[src/cot_consts.vh]
`ifndef COT_CONSTS_VH
`define COT_CONSTS_VH

// Register indices; byte address is four times the index
`define COT_IDX_CMP1      8'he9
`define COT_IDX_CMP2      8'hea
`define COT_IDX_CMP3      8'heb
`define COT_IDX_CMP4      8'hec
`define COT_IDX_CMP5      8'hed
`define COT_IDX_AMP_CTRL  8'hee
`define COT_IDX_AMP_CAL   8'hef

// Comparator trim register fields
`define COT_BIT_RESULT    7
`define COT_BIT_MODE      6
`define COT_BIT_TERM      5
`define COT_TRIM_MSB      4
`define COT_TRIM_LSB      0

// Amplifier control register fields
`define COT_BIT_AMP_ON    7
`define COT_BIT_AMP_PIN   5
`define COT_ROUTE_MSB     4
`define COT_ROUTE_LSB     3

// Amplifier calibration register field
`define COT_BIT_AMP_CAL   6

// Reset values
`define COT_RST_BIT       1'h0
`define COT_RST_TRIM      5'h00
`define COT_RST_ROUTE     2'h0

// Input routing codes
`define COT_ROUTE_0       2'h0
`define COT_ROUTE_1       2'h1
`define COT_ROUTE_2       2'h2
`define COT_ROUTE_3       2'h3

// One-hot positive input selects: pin, ground, ground via 1k, trim reference
`define COT_POS_PIN       4'h1
`define COT_POS_GND       4'h2
`define COT_POS_GND1K     4'h4
`define COT_POS_VTRIM     4'h8
// One-hot negative input selects: ground+gain, pin+gain, pin direct, trim reference
`define COT_NEG_GNDGAIN   4'h1
`define COT_NEG_PINGAIN   4'h2
`define COT_NEG_PIN       4'h4
`define COT_NEG_VTRIM     4'h8
`define COT_SEL_NONE      4'h0

`endif

[src/cot_regs.v]
// Notes on behaviour
// RQ1: Bit 7 reads comparator result, read-only.
// RQ2: Bit 6 selects normal or calibration mode.
// RQ3: Bit 5 picks calibration terminal, inverting/non-inverting.
// RQ4: Bits 4..0 offset trim, reset zero.
// RQ5: Mode and terminal bits reset zero, R/W.
// RQ6: Amplifier control bit 7 enables amplifier.
// RQ7: Amplifier bit 5 drives output onto pin.
// RQ8: Normal mode route field selects amplifier inputs.
// RQ9: Calibration codes 00/01 tie inputs to references.
// RQ10: Result writes ignored; trim updates in one cycle.
//
// Chosen here: the APB register port.
`include "cot_consts.vh"

module cot_regs #(
  parameter ADDR_W = 12,
  parameter NCMP   = 5
) (
  // Clock and reset
  input  wire              clk,
  input  wire              rst_n,
  // APB slave
  input  wire [ADDR_W-1:0] paddr,
  input  wire              psel,
  input  wire              penable,
  input  wire              pwrite,
  input  wire [31:0]       pwdata,
  input  wire [3:0]        pstrb,
  output reg  [31:0]       prdata,
  output reg               pready,
  output reg               pslverr,
  // Raw comparator outputs, one bit each
  input  wire [NCMP-1:0]   cmpResultAsync,
  // Comparator trim controls, packed comparator 1 in low bits
  output reg  [NCMP-1:0]   cmpCalMode,
  output reg  [NCMP-1:0]   cmpCalTerminal,
  output reg  [5*NCMP-1:0] cmpOffsetTrim,
  // Amplifier controls
  output reg               ampOn,
  output reg               ampPinDrive,
  output reg  [1:0]        ampInputRoute,
  output reg               ampCalMode,
  output reg  [3:0]        ampPosSel,
  output reg  [3:0]        ampNegSel
);

  localparam [2:0] SLOT_AMP_CTRL = 3'h5;
  localparam [2:0] SLOT_AMP_CAL  = 3'h6;
  localparam [2:0] SLOT_NONE     = 3'h7;

  // Register map decode, shared by read and write paths
  function [2:0] decodeSlot;
    input [ADDR_W-1:0] addr;
    reg   [ADDR_W-3:0] idx;
    begin
      idx = addr[ADDR_W-1:2];
      if (addr[1:0] != 2'h0) begin
        decodeSlot = SLOT_NONE;
      end else if (idx == {{(ADDR_W-10){1'b0}}, `COT_IDX_CMP1}) begin
        decodeSlot = 3'h0;
      end else if (idx == {{(ADDR_W-10){1'b0}}, `COT_IDX_CMP2}) begin
        decodeSlot = 3'h1;
      end else if (idx == {{(ADDR_W-10){1'b0}}, `COT_IDX_CMP3}) begin
        decodeSlot = 3'h2;
      end else if (idx == {{(ADDR_W-10){1'b0}}, `COT_IDX_CMP4}) begin
        decodeSlot = 3'h3;
      end else if (idx == {{(ADDR_W-10){1'b0}}, `COT_IDX_CMP5}) begin
        decodeSlot = 3'h4;
      end else if (idx == {{(ADDR_W-10){1'b0}}, `COT_IDX_AMP_CTRL}) begin
        decodeSlot = SLOT_AMP_CTRL;
      end else if (idx == {{(ADDR_W-10){1'b0}}, `COT_IDX_AMP_CAL}) begin
        decodeSlot = SLOT_AMP_CAL;
      end else begin
        decodeSlot = SLOT_NONE;
      end
    end
  endfunction

  // Input routing decode; both modes use the same field
  function [7:0] routeSel;
    input       calMode;
    input [1:0] route;
    begin
      if (!calMode) begin
        case (route)
          `COT_ROUTE_0: routeSel = {`COT_POS_PIN,    `COT_NEG_GNDGAIN}; // RQ8
          `COT_ROUTE_1: routeSel = {`COT_POS_GND,    `COT_NEG_PINGAIN}; // RQ8
          `COT_ROUTE_2: routeSel = {`COT_POS_GND1K,  `COT_NEG_PINGAIN}; // RQ8
          default:      routeSel = {`COT_POS_PIN,    `COT_NEG_PIN};     // RQ8
        endcase
      end else begin
        case (route)
          `COT_ROUTE_0: routeSel = {`COT_POS_VTRIM,  `COT_NEG_VTRIM};   // RQ9
          `COT_ROUTE_1: routeSel = {`COT_POS_GND,    `COT_NEG_GNDGAIN}; // RQ9
          // Other calibration codes left open: all switches off
          default:      routeSel = {`COT_SEL_NONE,   `COT_SEL_NONE};
        endcase
      end
    end
  endfunction

  wire [2:0] slot;
  wire       setupPhase;
  wire       accessWrite;
  wire       laneWrite;
  wire       slotIsCmp;

  assign slot        = decodeSlot(paddr);
  assign setupPhase  = psel & ~penable;
  // Write lands at the access edge where pready is seen high
  assign accessWrite = psel & penable & pready & pwrite;
  // Registers sit in byte lane 0; other lanes hold nothing
  assign laneWrite   = accessWrite & pstrb[0];
  assign slotIsCmp   = (slot < 3'h5);

  // Comparator trim registers
  wire [8*NCMP-1:0] cmpReadAll;
  wire [NCMP-1:0]   cmpModeW;
  wire [NCMP-1:0]   cmpTermW;
  wire [5*NCMP-1:0] cmpTrimW;

  genvar gi;
  generate
    for (gi = 0; gi < NCMP; gi = gi + 1) begin : gCmp
      cot_cmp_trim uTrim (
        .clk         (clk),
        .rst_n       (rst_n),
        .wrEn        (laneWrite & slotIsCmp & (slot == gi)), // RQ10
        .wrData      (pwdata[7:0]),
        .resultAsync (cmpResultAsync[gi]),
        .calMode     (cmpModeW[gi]),
        .calTerminal (cmpTermW[gi]),
        .offsetTrim  (cmpTrimW[5*gi +: 5]),
        .readValue   (cmpReadAll[8*gi +: 8])
      );
    end
  endgenerate

  // Amplifier control and calibration storage
  reg       ampOn_reg;
  reg       ampPinDrive_reg;
  reg [1:0] ampRoute_reg;
  reg       ampCal_reg;

  always @(posedge clk or negedge rst_n) begin
    if (!rst_n) begin
      ampOn_reg       <= `COT_RST_BIT;    // RQ6
      ampPinDrive_reg <= `COT_RST_BIT;    // RQ7
      ampRoute_reg    <= `COT_RST_ROUTE;  // RQ8
      ampCal_reg      <= `COT_RST_BIT;
    end else begin
      if (laneWrite && slot == SLOT_AMP_CTRL) begin
        ampOn_reg       <= pwdata[`COT_BIT_AMP_ON];                  // RQ6
        ampPinDrive_reg <= pwdata[`COT_BIT_AMP_PIN];                 // RQ7
        ampRoute_reg    <= pwdata[`COT_ROUTE_MSB:`COT_ROUTE_LSB];    // RQ8
      end
      if (laneWrite && slot == SLOT_AMP_CAL) begin
        ampCal_reg      <= pwdata[`COT_BIT_AMP_CAL];
      end
    end
  end

  // Read mux; unused bits of each register read as zero
  reg [7:0] readByte;
  always @* begin
    case (slot)
      3'h0, 3'h1, 3'h2, 3'h3, 3'h4: begin
        readByte = cmpReadAll[8*slot +: 8]; // RQ1
      end
      SLOT_AMP_CTRL: begin
        readByte = {ampOn_reg, 1'h0, ampPinDrive_reg, ampRoute_reg, 3'h0};
      end
      SLOT_AMP_CAL: begin
        readByte = {1'h0, ampCal_reg, 6'h00};
      end
      default: begin
        readByte = 8'h00;
      end
    endcase
  end

  // APB answer: captured in setup, presented in the first access cycle.
  // Zero wait states, so every transfer takes exactly two cycles.
  always @(posedge clk or negedge rst_n) begin
    if (!rst_n) begin
      pready  <= 1'h0;
      prdata  <= 32'h00000000;
      pslverr <= 1'h0;
    end else begin
      pready <= setupPhase;
      if (setupPhase) begin
        prdata  <= pwrite ? 32'h00000000 : {24'h000000, readByte};
        pslverr <= (slot == SLOT_NONE);
      end else if (pready) begin
        // Drop answer after the completing edge so it cannot linger
        prdata  <= 32'h00000000;
        pslverr <= 1'h0;
      end
    end
  end

  // Output stage; every control leaves the block from a flip-flop
  wire [7:0] selNow;
  assign selNow = routeSel(ampCal_reg, ampRoute_reg);

  always @(posedge clk or negedge rst_n) begin
    if (!rst_n) begin
      cmpCalMode     <= {NCMP{1'b0}};
      cmpCalTerminal <= {NCMP{1'b0}};
      cmpOffsetTrim  <= {(5*NCMP){1'b0}};
      ampOn          <= 1'h0;
      ampPinDrive    <= 1'h0;
      ampInputRoute  <= 2'h0;
      ampCalMode     <= 1'h0;
      ampPosSel      <= `COT_POS_PIN;
      ampNegSel      <= `COT_NEG_GNDGAIN;
    end else begin
      cmpCalMode     <= cmpModeW;   // RQ2
      cmpCalTerminal <= cmpTermW;   // RQ3
      cmpOffsetTrim  <= cmpTrimW;   // RQ4
      ampOn          <= ampOn_reg;        // RQ6
      ampPinDrive    <= ampPinDrive_reg;  // RQ7
      ampInputRoute  <= ampRoute_reg;
      ampCalMode     <= ampCal_reg;
      ampPosSel      <= selNow[7:4];  // RQ8
      ampNegSel      <= selNow[3:0];  // RQ9
    end
  end

endmodule

[src/cot_cmp_trim.v]
`include "cot_consts.vh"

module cot_cmp_trim (
  // Clock and reset
  input  wire       clk,
  input  wire       rst_n,
  // Write port from the bus slave
  input  wire       wrEn,
  input  wire [7:0] wrData,
  // Raw comparator output from the analog side
  input  wire       resultAsync,
  // Trim controls
  output wire       calMode,
  output wire       calTerminal,
  output wire [4:0] offsetTrim,
  // Readback image
  output wire [7:0] readValue
);

  reg       calMode_reg;
  reg       calTerminal_reg;
  reg [4:0] offsetTrim_reg;
  reg       resultMeta_reg;
  reg       result_reg;

  // Two-stage synchroniser; comparator toggles freely vs clk
  always @(posedge clk or negedge rst_n) begin
    if (!rst_n) begin
      resultMeta_reg <= 1'h0;
      result_reg     <= 1'h0;
    end else begin
      resultMeta_reg <= resultAsync;
      result_reg     <= resultMeta_reg;
    end
  end

  // Only writable fields load; result bit is ignored on write
  always @(posedge clk or negedge rst_n) begin
    if (!rst_n) begin
      calMode_reg     <= `COT_RST_BIT;   // RQ5
      calTerminal_reg <= `COT_RST_BIT;   // RQ5
      offsetTrim_reg  <= `COT_RST_TRIM;  // RQ4
    end else if (wrEn) begin
      calMode_reg     <= wrData[`COT_BIT_MODE];                  // RQ2
      calTerminal_reg <= wrData[`COT_BIT_TERM];                  // RQ3
      offsetTrim_reg  <= wrData[`COT_TRIM_MSB:`COT_TRIM_LSB];    // RQ4
    end
  end

  assign calMode     = calMode_reg;
  assign calTerminal = calTerminal_reg;
  assign offsetTrim  = offsetTrim_reg;

  // Result reads from the second synchroniser stage only
  assign readValue = {result_reg, calMode_reg, calTerminal_reg, offsetTrim_reg}; // RQ1

endmodule

[config.mk]
export PLATFORM = sky130hd
export DESIGN_NAME = cot_regs
export DESIGN_NICKNAME = d
export VERILOG_FILES = /design/src/cot_regs.v /design/src/cot_cmp_trim.v
export VERILOG_INCLUDE_DIRS = /design/src /design/src/src
export SDC_FILE = /design/constraint.sdc
export NUM_CORES = 1
export LEC_CHECK = 0
export ABC_AREA = 1
export CAP_MARGIN = 10
export CELL_PAD_IN_SITES_DETAIL_PLACEMENT = 1
export CELL_PAD_IN_SITES_GLOBAL_PLACEMENT = 1
export CORE_AREA = 8 8 106 108
export DETAILED_ROUTE_END_ITERATION = 10
export DIE_AREA = 0 0 114 116
export DONT_BUFFER_PORTS = 1
export PLACE_DENSITY = 0.82
export REMOVE_ABC_BUFFERS = 1
export SKIP_CTS_REPAIR_TIMING = 1
export SYNTH_ARGS = -nofsm -noshare
export SYNTH_HDL_FRONTEND = slang
export SYNTH_SLANG_ARGS = --single-unit
[constraint.sdc]
create_clock -name clk -period 1.6 [get_ports clk]
set_input_delay 0.08 -clock clk [delete_from_list [all_inputs] [get_ports clk]]
set_output_delay 0.08 -clock clk [all_outputs]
set_load 0.01 [all_outputs]
After elaboration in Yosys (flattened, before gate mapping):

Cells that the tools add are included.

* input port bits: 58
* word-level logic and storage cells: 95
* register bits: 132
* output and inout port bits: 82

* reductions and logical operators: 7
* order comparisons: 1
* shift operators: 1
* equality and inequality tests: 16
* bitwise logic cells: 12
* mux-type cells: 17

Operator list (number)
* $eq A10 B8 Y1 const B: 7
* $mux W32: 2
* $shiftx A40 B7 Y8: 1
* $pmux W8 S3: 1
* $pmux W7 S3: 1
* $mux W8: 2
* $pmux W8 S2: 1
* $mux W3: 5
* $eq A3 B3 Y1 const B: 4
* $and A1 B1 Y1: 11
* $eq A3 B2 Y1 const B: 2
* $reduce_or A5 Y1: 1
* $mux W2: 2
* $reduce_bool A2 Y1: 2
* $eq A3 B1 Y1 const B: 1
* $logic_not A3 Y1: 1
* $lt A3 B3 Y1 const B: 1
* $mux W1: 3
* $eq A2 B1 Y1 const B: 1
* $eq A2 B2 Y1 const B: 1
* $logic_and A1 B1 Y1: 2
* $logic_not A2 Y1: 1
* $not A1 Y1: 1

Logic depth before layout (Yosys ltp):

Gate-level depths: netlist (run 1).

* depth after elaboration: 14
* depth in mapped cells: 14
* depth with buffers taken out: 13

By module:

From an unflattened synthesis (run 1), not the netlist that was laid out.

* cells, all modules: 524
* area total of the unflattened synthesis: 4765.8 um^2

Modules (own cells, without submodules)
* cot_regs: seq. area each 1554.0 um^2, cells an instance 324, instances 1, area each 2870.3 um^2
* cot_cmp_trim: seq. area each 225.2 um^2, cells an instance 40, instances 5, area each 379.1 um^2

Worst setup path before layout (run 1):

Ideal clock, no wire load.

* kind: reg-to-reg
* start: register pready
* end: register gCmp[0].uTrim.calMode_reg
* path buffers: 1
* arrival time: 1.304 ns
* clock period less this slack: 1.425 ns
* path slack: 0.175 ns
* required time: 1.479 ns
* setup time: 0.121 ns
* cell stages (with the launch flop): 7
* cells stage by stage: dfrtp_1 > nand3_1 > nor3_4 > nand2_4 > buf_6 > nand2_1 > o21ai_2

* longest elaborated chain between the ends: 5

RTL lines
* from (decl): RTL line cot_regs.v:31 `output reg pready,`
* from (signal assigned): RTL line cot_regs.v:191 `pready <= setupPhase;`
* $and A1 B1 Y1 (2 in series): RTL line cot_regs.v:112 `assign accessWrite = psel & penable & pready & pwrite;`
* $and A1 B1 Y1: RTL line cot_regs.v:114 `assign laneWrite = accessWrite & pstrb[0];`
* $and A1 B1 Y1 (2 in series): RTL line cot_regs.v:129 `.wrEn (laneWrite & slotIsCmp & (slot == gi)),`
* to (signal assigned): RTL line cot_cmp_trim.v:40 `` calMode_reg <= `COT_RST_BIT; ``
* to (signal assigned): RTL line cot_cmp_trim.v:44 `` calMode_reg <= wrData[`COT_BIT_MODE]; ``
* to (decl): RTL line cot_cmp_trim.v:20 `reg calMode_reg;`

No other way between the ends.
A chain may end at the register's enable or synchronous reset.

Worst setup path after layout (run 1):

* start: register pready
* end: register gCmp[0].uTrim.offsetTrim_reg[3]

* longest elaborated chain between the ends: 5

RTL lines
* $and A1 B1 Y1 (2 in series): RTL line cot_regs.v:112
* $and A1 B1 Y1: RTL line cot_regs.v:114
* $and A1 B1 Y1 (2 in series): RTL line cot_regs.v:129
* to (signal assigned): RTL line cot_cmp_trim.v:42 `` offsetTrim_reg <= `COT_RST_TRIM; ``
* to (signal assigned): RTL line cot_cmp_trim.v:46 `` offsetTrim_reg <= wrData[`COT_TRIM_MSB:`COT_TRIM_LSB]; ``
* to (decl): RTL line cot_cmp_trim.v:22 `reg [4:0] offsetTrim_reg;`

No other way between the ends.

==> impl_metrics.json, run 1 <==
{
  "rr_worst_depth": 5,
  "max_freq_mhz": 679.9,
  "end_kind": "flip-flop",
  "clock-skew-final_ns": 0.007549,
  "postLayoutCoreUtil": 0.4999,
  "fin_ws_ns": 0.1293,
  "synth_largest_area_cell": "dfrtp_1",
  "syn_area_sq_um": 4399,
  "ys_seq_area_frac": 0.6092,
  "slowest_delay_ns": 0.39,
  "die_x_um": 114,
  "crit_fanout": 14,
  "die_h_um": 116,
  "drtPass1Iterations": 4,
  "grt_pass1_vias": 3110,
  "synth_area_leaders": "dfrtp_1 60%, nand2_1 9.1%, buf_4 4.3%",
  "min_path_type": "in -> async",
  "fin_crit_ns": 1.471,
  "start_util": 0.4607,
  "vias_per_cell": 4.831,
  "cp-start-kind": "flip-flop",
  "cpMaxStageDelayCell": "nor3_4",
  "grt_pass1_wl_um": 16760,
  "clock_sinks": 107,
  "cp.required_ns": 1.86,
  "cts-root-buf": "clkbuf_8",
  "power_leakage_nw": 2.443,
  "peakVddDrop_uv": 685.1,
  "async_flop_share": 1.000,
  "clkSlewWorstSetupHoldPaths_ns": 0.10,
  "grt_max_degree": 108,
  "drv_cap": 0,
  "totalWireLength_um": 10490,
  "synth_ff_type": "dfrtp_1",
  "post_route_cells_drive_above_1_share": 0.1503,
  "io_pins": 140,
  "io_buffers": 0,
  "crit_start": "pready",
  "vias": 2860,
  "setup_viol": 0,
  "drc_errors": 0,
  "clock_latency_ns": 0.37,
  "outcome": "finished with violations",
  "final_antenna_net_count": 0,
  "cts_buffers": 9,
  "diodes": 0,
  "crit_type": "reg -> reg",
  "dp_hpwl_um": 7593,
  "nets": 517,
  "synth_cell_types": 26,
  "endpoint": "gCmp[0].uTrim.offsetTrim[3]",
  "gr-usage-all-layers": 0.1653,
  "cts_max_level": 3,
  "hold_viol_final": 108,
  "area_delta_synth_final_pct": 8.504,
  "r2r_start": "pready",
  "die_area_sq_um": 13220,
  "place.gp.congestion": 0.8244,
  "p_per_area_nw_per_um2": 949.6,
  "tns_ns": 0,
  "drtIter0Drc": 181,
  "antenna_found_initial": 0,
  "dpl_worst_slack_ns": -0.04746,
  "min_period_over_period": 0.9192,
  "rows": 36,
  "synth_seq_cells": 107,
  "fin_total_pwr_mw": 4.533,
  "drv_slew": 0,
  "cts_tree": "done",
  "grt_overflow": 0,
  "rsz0062_at_grt": "no",
  "r2r_end": "gCmp[0].uTrim.offsetTrim[3]",
  "holdWs_ns": -0.6055,
  "cts.path.max_buffers": 2,
  "synthCells": 433,
  "rrSetupSlack_ns": 0.13,
  "wire_per_inst_um": 17.72,
  "worst_ep_arrival_time_ns": 1.73,
  "violations": "negative hold slack",
  "synth_top_area_frac": 0.5973,
  "yosys_warnings": 0,
  "synth-edff-count": 0,
  "path_cells": "nand3_1 > nor3_4 > nand2_4 > nand2_1 > o21ai_2",
  "fp.coreArea_sq_um": 9549,
  "avgSynthCellArea_sq_um": 10.16,
  "fillers": 1118
}
==> kinds of logic (layout without fill, tap and decap cells) <==
| family | Yosys count | after routing | synth area share |
|---|---|---|---|
| compound gates | 54 | 54 | 0.07793 |
| fa+ha+maj | 5 | 5 | 0.01422 |
| buf+inv | 92 | 95 | 0.1112 |
| flops | 107 | 107 | 0.6092 |
| other cells | 1 | 24 | 0.0008524 |
| simple gates | 174 | 174 | 0.1866 |
==> cells in the mapped netlist (all sizes together), types with 2 or more instances <==
master and instances:
nand2 117, dfrtp 105, nand4 13, nor2 23, o21ai 52, buf 35
ha 5, nand3 20, inv 56, dfstp 2
==> worst min path at each step <==
| stage | from | endpoint | slack [ns] | depth (start not counted) |
|---|---|---|---|---|
| final | rst_n | gCmp[4].uTrim.calTerminal | -0.61 | 0 |
| after CTS | rst_n | gCmp[1].uTrim.calTerminal | -0.62 | 0 |
| after global routing | rst_n | cmpCalTerminal[1] | -0.64 | 0 |
| after global placement | rst_n | cmpCalTerminal[3] | -0.21 | 0 |
| after floorplan | rst_n | ampCalMode | -0.22 | 0 |
| after detailed placement | rst_n | cmpCalTerminal[0] | -0.21 | 0 |
==> layout by cell type, fill, tap and decap left out, types with 5 or more instances in the layout <==
cell type / instances
buf_4: 8
clkbuf_8: 9
conb_1: 24
dfrtp_1: 105
dlygate4sd3_1: 15
ha_1: 5
inv_1: 46
inv_2: 10
nand2_1: 106
nand2_2: 7
nand3_1: 17
nand4_1: 13
nor2_1: 17
o21ai_0: 12
o21ai_1: 26
o21ai_2: 14
==> report_power, final <==
group	internal [mW]	switching, mW	total (mW)
sequential	2.73	0.0162	2.74
clock	0.726	0.892	1.62
combinational	0.0554	0.116	0.171
total	3.51	1.02	4.53
==> worst max-delay path: cells and delay by family, from the launching register on <==
family / cells / cell delay [ns]
simple gates: 4 / 0.93
flops: 1 / 0.36
compound gates: 1 / 0.06
==> cell type report <==
cell class,count,area (sq um),share of cell area
clock buffers,12,135.1,0.02831
clock inverters,4,52.55,0.01101
inverters,56,210.2,0.04404
multi-input cells,257,1319,0.2763
flip-flops and latches,107,2680,0.5615
well taps,133,166.4,0.03486
repair buffers,23,210.2,0.04404
==> metrics by stage <==
stage          cell area, sq um  instances
2_1_floorplan              4207        420
3_3_place_gp               4433        561
3_5_place_dp               4433        561
4_1_cts                    4621        577
5_1_grt                    4773        592
6_report                   4773        592
==> metal layers <==
layer  routed length [um]  GRT usage  up-vias
met3                  742    0.06566       13
met1                 4054     0.1880     1433
met5                    0          0        -
met2                 5572     0.2827       70
met4                  122    0.04614        0
li1                     -          -     1344
(Power assumes the default switching activity.)
==> run 2, diff against run 1 <==
Settings changed: PLACE_DENSITY 0.82 to unset, PLACE_DENSITY_LB_ADDON set to 0.1.
==> impl_metrics.json, run 2 (same netlist as run 1, synthesis figures left out) <==
{
  "totalWireLength_um": 10090,
  "dp_hpwl_um": 7258,
  "start_util": 0.4607,
  "drc_errors": 0,
  "rsz0062_at_grt": "yes",
  "wire_per_inst_um": 17.04,
  "fin_total_pwr_mw": 4.467,
  "p_int_mw": 3.403,
  "cts-root-buf": "clkbuf_8",
  "crit_fanout": 14,
  "worst_ep_arrival_time_ns": 1.78,
  "cts_buffers": 9,
  "dpl_worst_slack_ns": 0.002810,
  "cp.required_ns": 1.85,
  "drtPass1Iterations": 4,
  "post_route_cells_drive_above_1_share": 0.1634,
  "holdWs_ns": -0.6001,
  "grt_max_degree": 108,
  "pwr-share-seq": 0.614,
  "fin_ws_ns": 0.07356,
  "final_cell_mix": "106 x nand2_1, 105 x dfrtp_1, 46 x inv_1, 26 x o21ai_1, 24 x conb_1",
  "dp_cells": 563,
  "grt_overflow": 0,
  "gr-usage-all-layers": 0.1577,
  "die_area_sq_um": 13220,
  "nets": 517,
  "fp.coreArea_sq_um": 9549,
  "io_pins": 140,
  "clkSlewWorstSetupHoldPaths_ns": 0.10,
  "die_h_um": 116,
  "rows": 36,
  "clock_latency_ns": 0.37,
  "diodes": 0,
  "drtIter0Drc": 212,
  "hold_viol_final": 107,
  "min_path_type": "in -> async",
  "fin_crit_ns": 1.526,
  "max_freq_mhz": 655.1,
  "vias": 2872,
  "fin_cells": 592,
  "p_per_area_nw_per_um2": 936.2,
  "outcome": "finished with violations",
  "grt_pass1_vias": 2972,
  "vias_per_cell": 4.851,
  "netSwitchingFraction": 0.2380,
  "final_antenna_net_count": 0,
  "drv_slew": 0,
  "cp-start-kind": "flip-flop",
  "antenna_found_initial": 0,
  "power_leakage_nw": 2.455,
  "clock-skew-final_ns": 0.01189,
  "peakVddDrop_uv": 405.6,
  "setup_viol": 0,
  "clock_sinks": 107,
  "cts_max_level": 3,
  "crit_type": "reg -> reg",
  "io_buffers": 0,
  "power_frac_clock": 0.348,
  "final_common_cell": "nand2_1",
  "cts_tree": "done",
  "cts.path.max_buffers": 2,
  "min_period_over_period": 0.9540,
  "violations": "negative hold slack",
  "switchingPower_mw": 1.063,
  "p_comb_frac": 0.038,
  "drv_cap": 0,
  "die_x_um": 114,
  "grt_pass1_wl_um": 15880,
  "place.gp.congestion": 0.7791,
  "area_delta_synth_final_pct": 8.447,
  "end_kind": "flip-flop"
}
run 2: changes by cell type in the layout (fill, tap and decap cells not counted), sizes merged:
cell | before | now
bufinv | 1 | 0
dlygate4sd3 | 15 | 13
inv | 56 | 58
clkbuf | 12 | 10
clkinvlp | 3 | 1
buf | 8 | 10
clkinv | 0 | 3
run 2: final timing paths:
path | startpoint | end | slack, ns | cells after the start
hold / removal | rst_n | gCmp[3].uTrim.offsetTrim[3] | -0.60 | 0
min in group clk | pwdata[3] | gCmp[0].uTrim.offsetTrim[3] | 0 | 2
setup reg to reg | pready | gCmp[0].uTrim.offsetTrim[4] | 0.07 | 5
setup / recovery | pready | gCmp[0].uTrim.offsetTrim[4] | 0.07 | 5
max in group asynchronous | rst_n | ampNegSel[0] | 1.99 | 0
hold reg to reg | gCmp[1].uTrim.resultMeta_reg | gCmp[1].uTrim.result_reg | 0.36 | 0
run 2: worst max-delay path, cell delays in order (launching register included):
cell and delay (ns):
dfrtp_1 0.38, nand3_1 0.15, nor3_4 0.46, nand2_4 0.23, nand2_1 0.14, o21ai_2 0.06
run 2: layout make-up:
class,count,area [sq um]
Fill cell,1089,4778
Clock buffer,10,137.6
Sequential cell,107,2680
Timing Repair Buffer,23,205.2
Clock inverter,6,47.55
Tap cell,133,166.4
Inverter,56,210.2
Multi-Input combinational cell,257,1324
run 2: power groups by stage:
stage / clock network (mW) / registers (mW) / logic [mW]
after CTS: 1.61 / 2.74 / 0.140
after floorplan: 0 / 2.79 / 0.103
final: 1.56 / 2.74 / 0.168
after global routing: 1.73 / 2.75 / 0.187
after detailed placement: 0 / 2.80 / 0.140
after global placement: 0 / 2.80 / 0.137
run 2: stage by stage:
step	utilization	cell area, sq um	TNS [ns]
after floorplan	-	4207	0
after global placement	0.4658	4448	0
after detailed placement	0.4658	4448	0
after CTS	0.4852	4633	0
after global routing	0.4996	4771	-0.02011
final	0.4996	4771	0
run 2: per-layer routing:
| layer | part of all wire | GRT usage |
|---|---|---|
| met1 | 0.40 | 0.1800 |
| met2 | 0.53 | 0.2784 |
| met3 | 0.062 | 0.05263 |
| met4 | 0.0090 | 0.03993 |
| met5 | 0 | 0 |
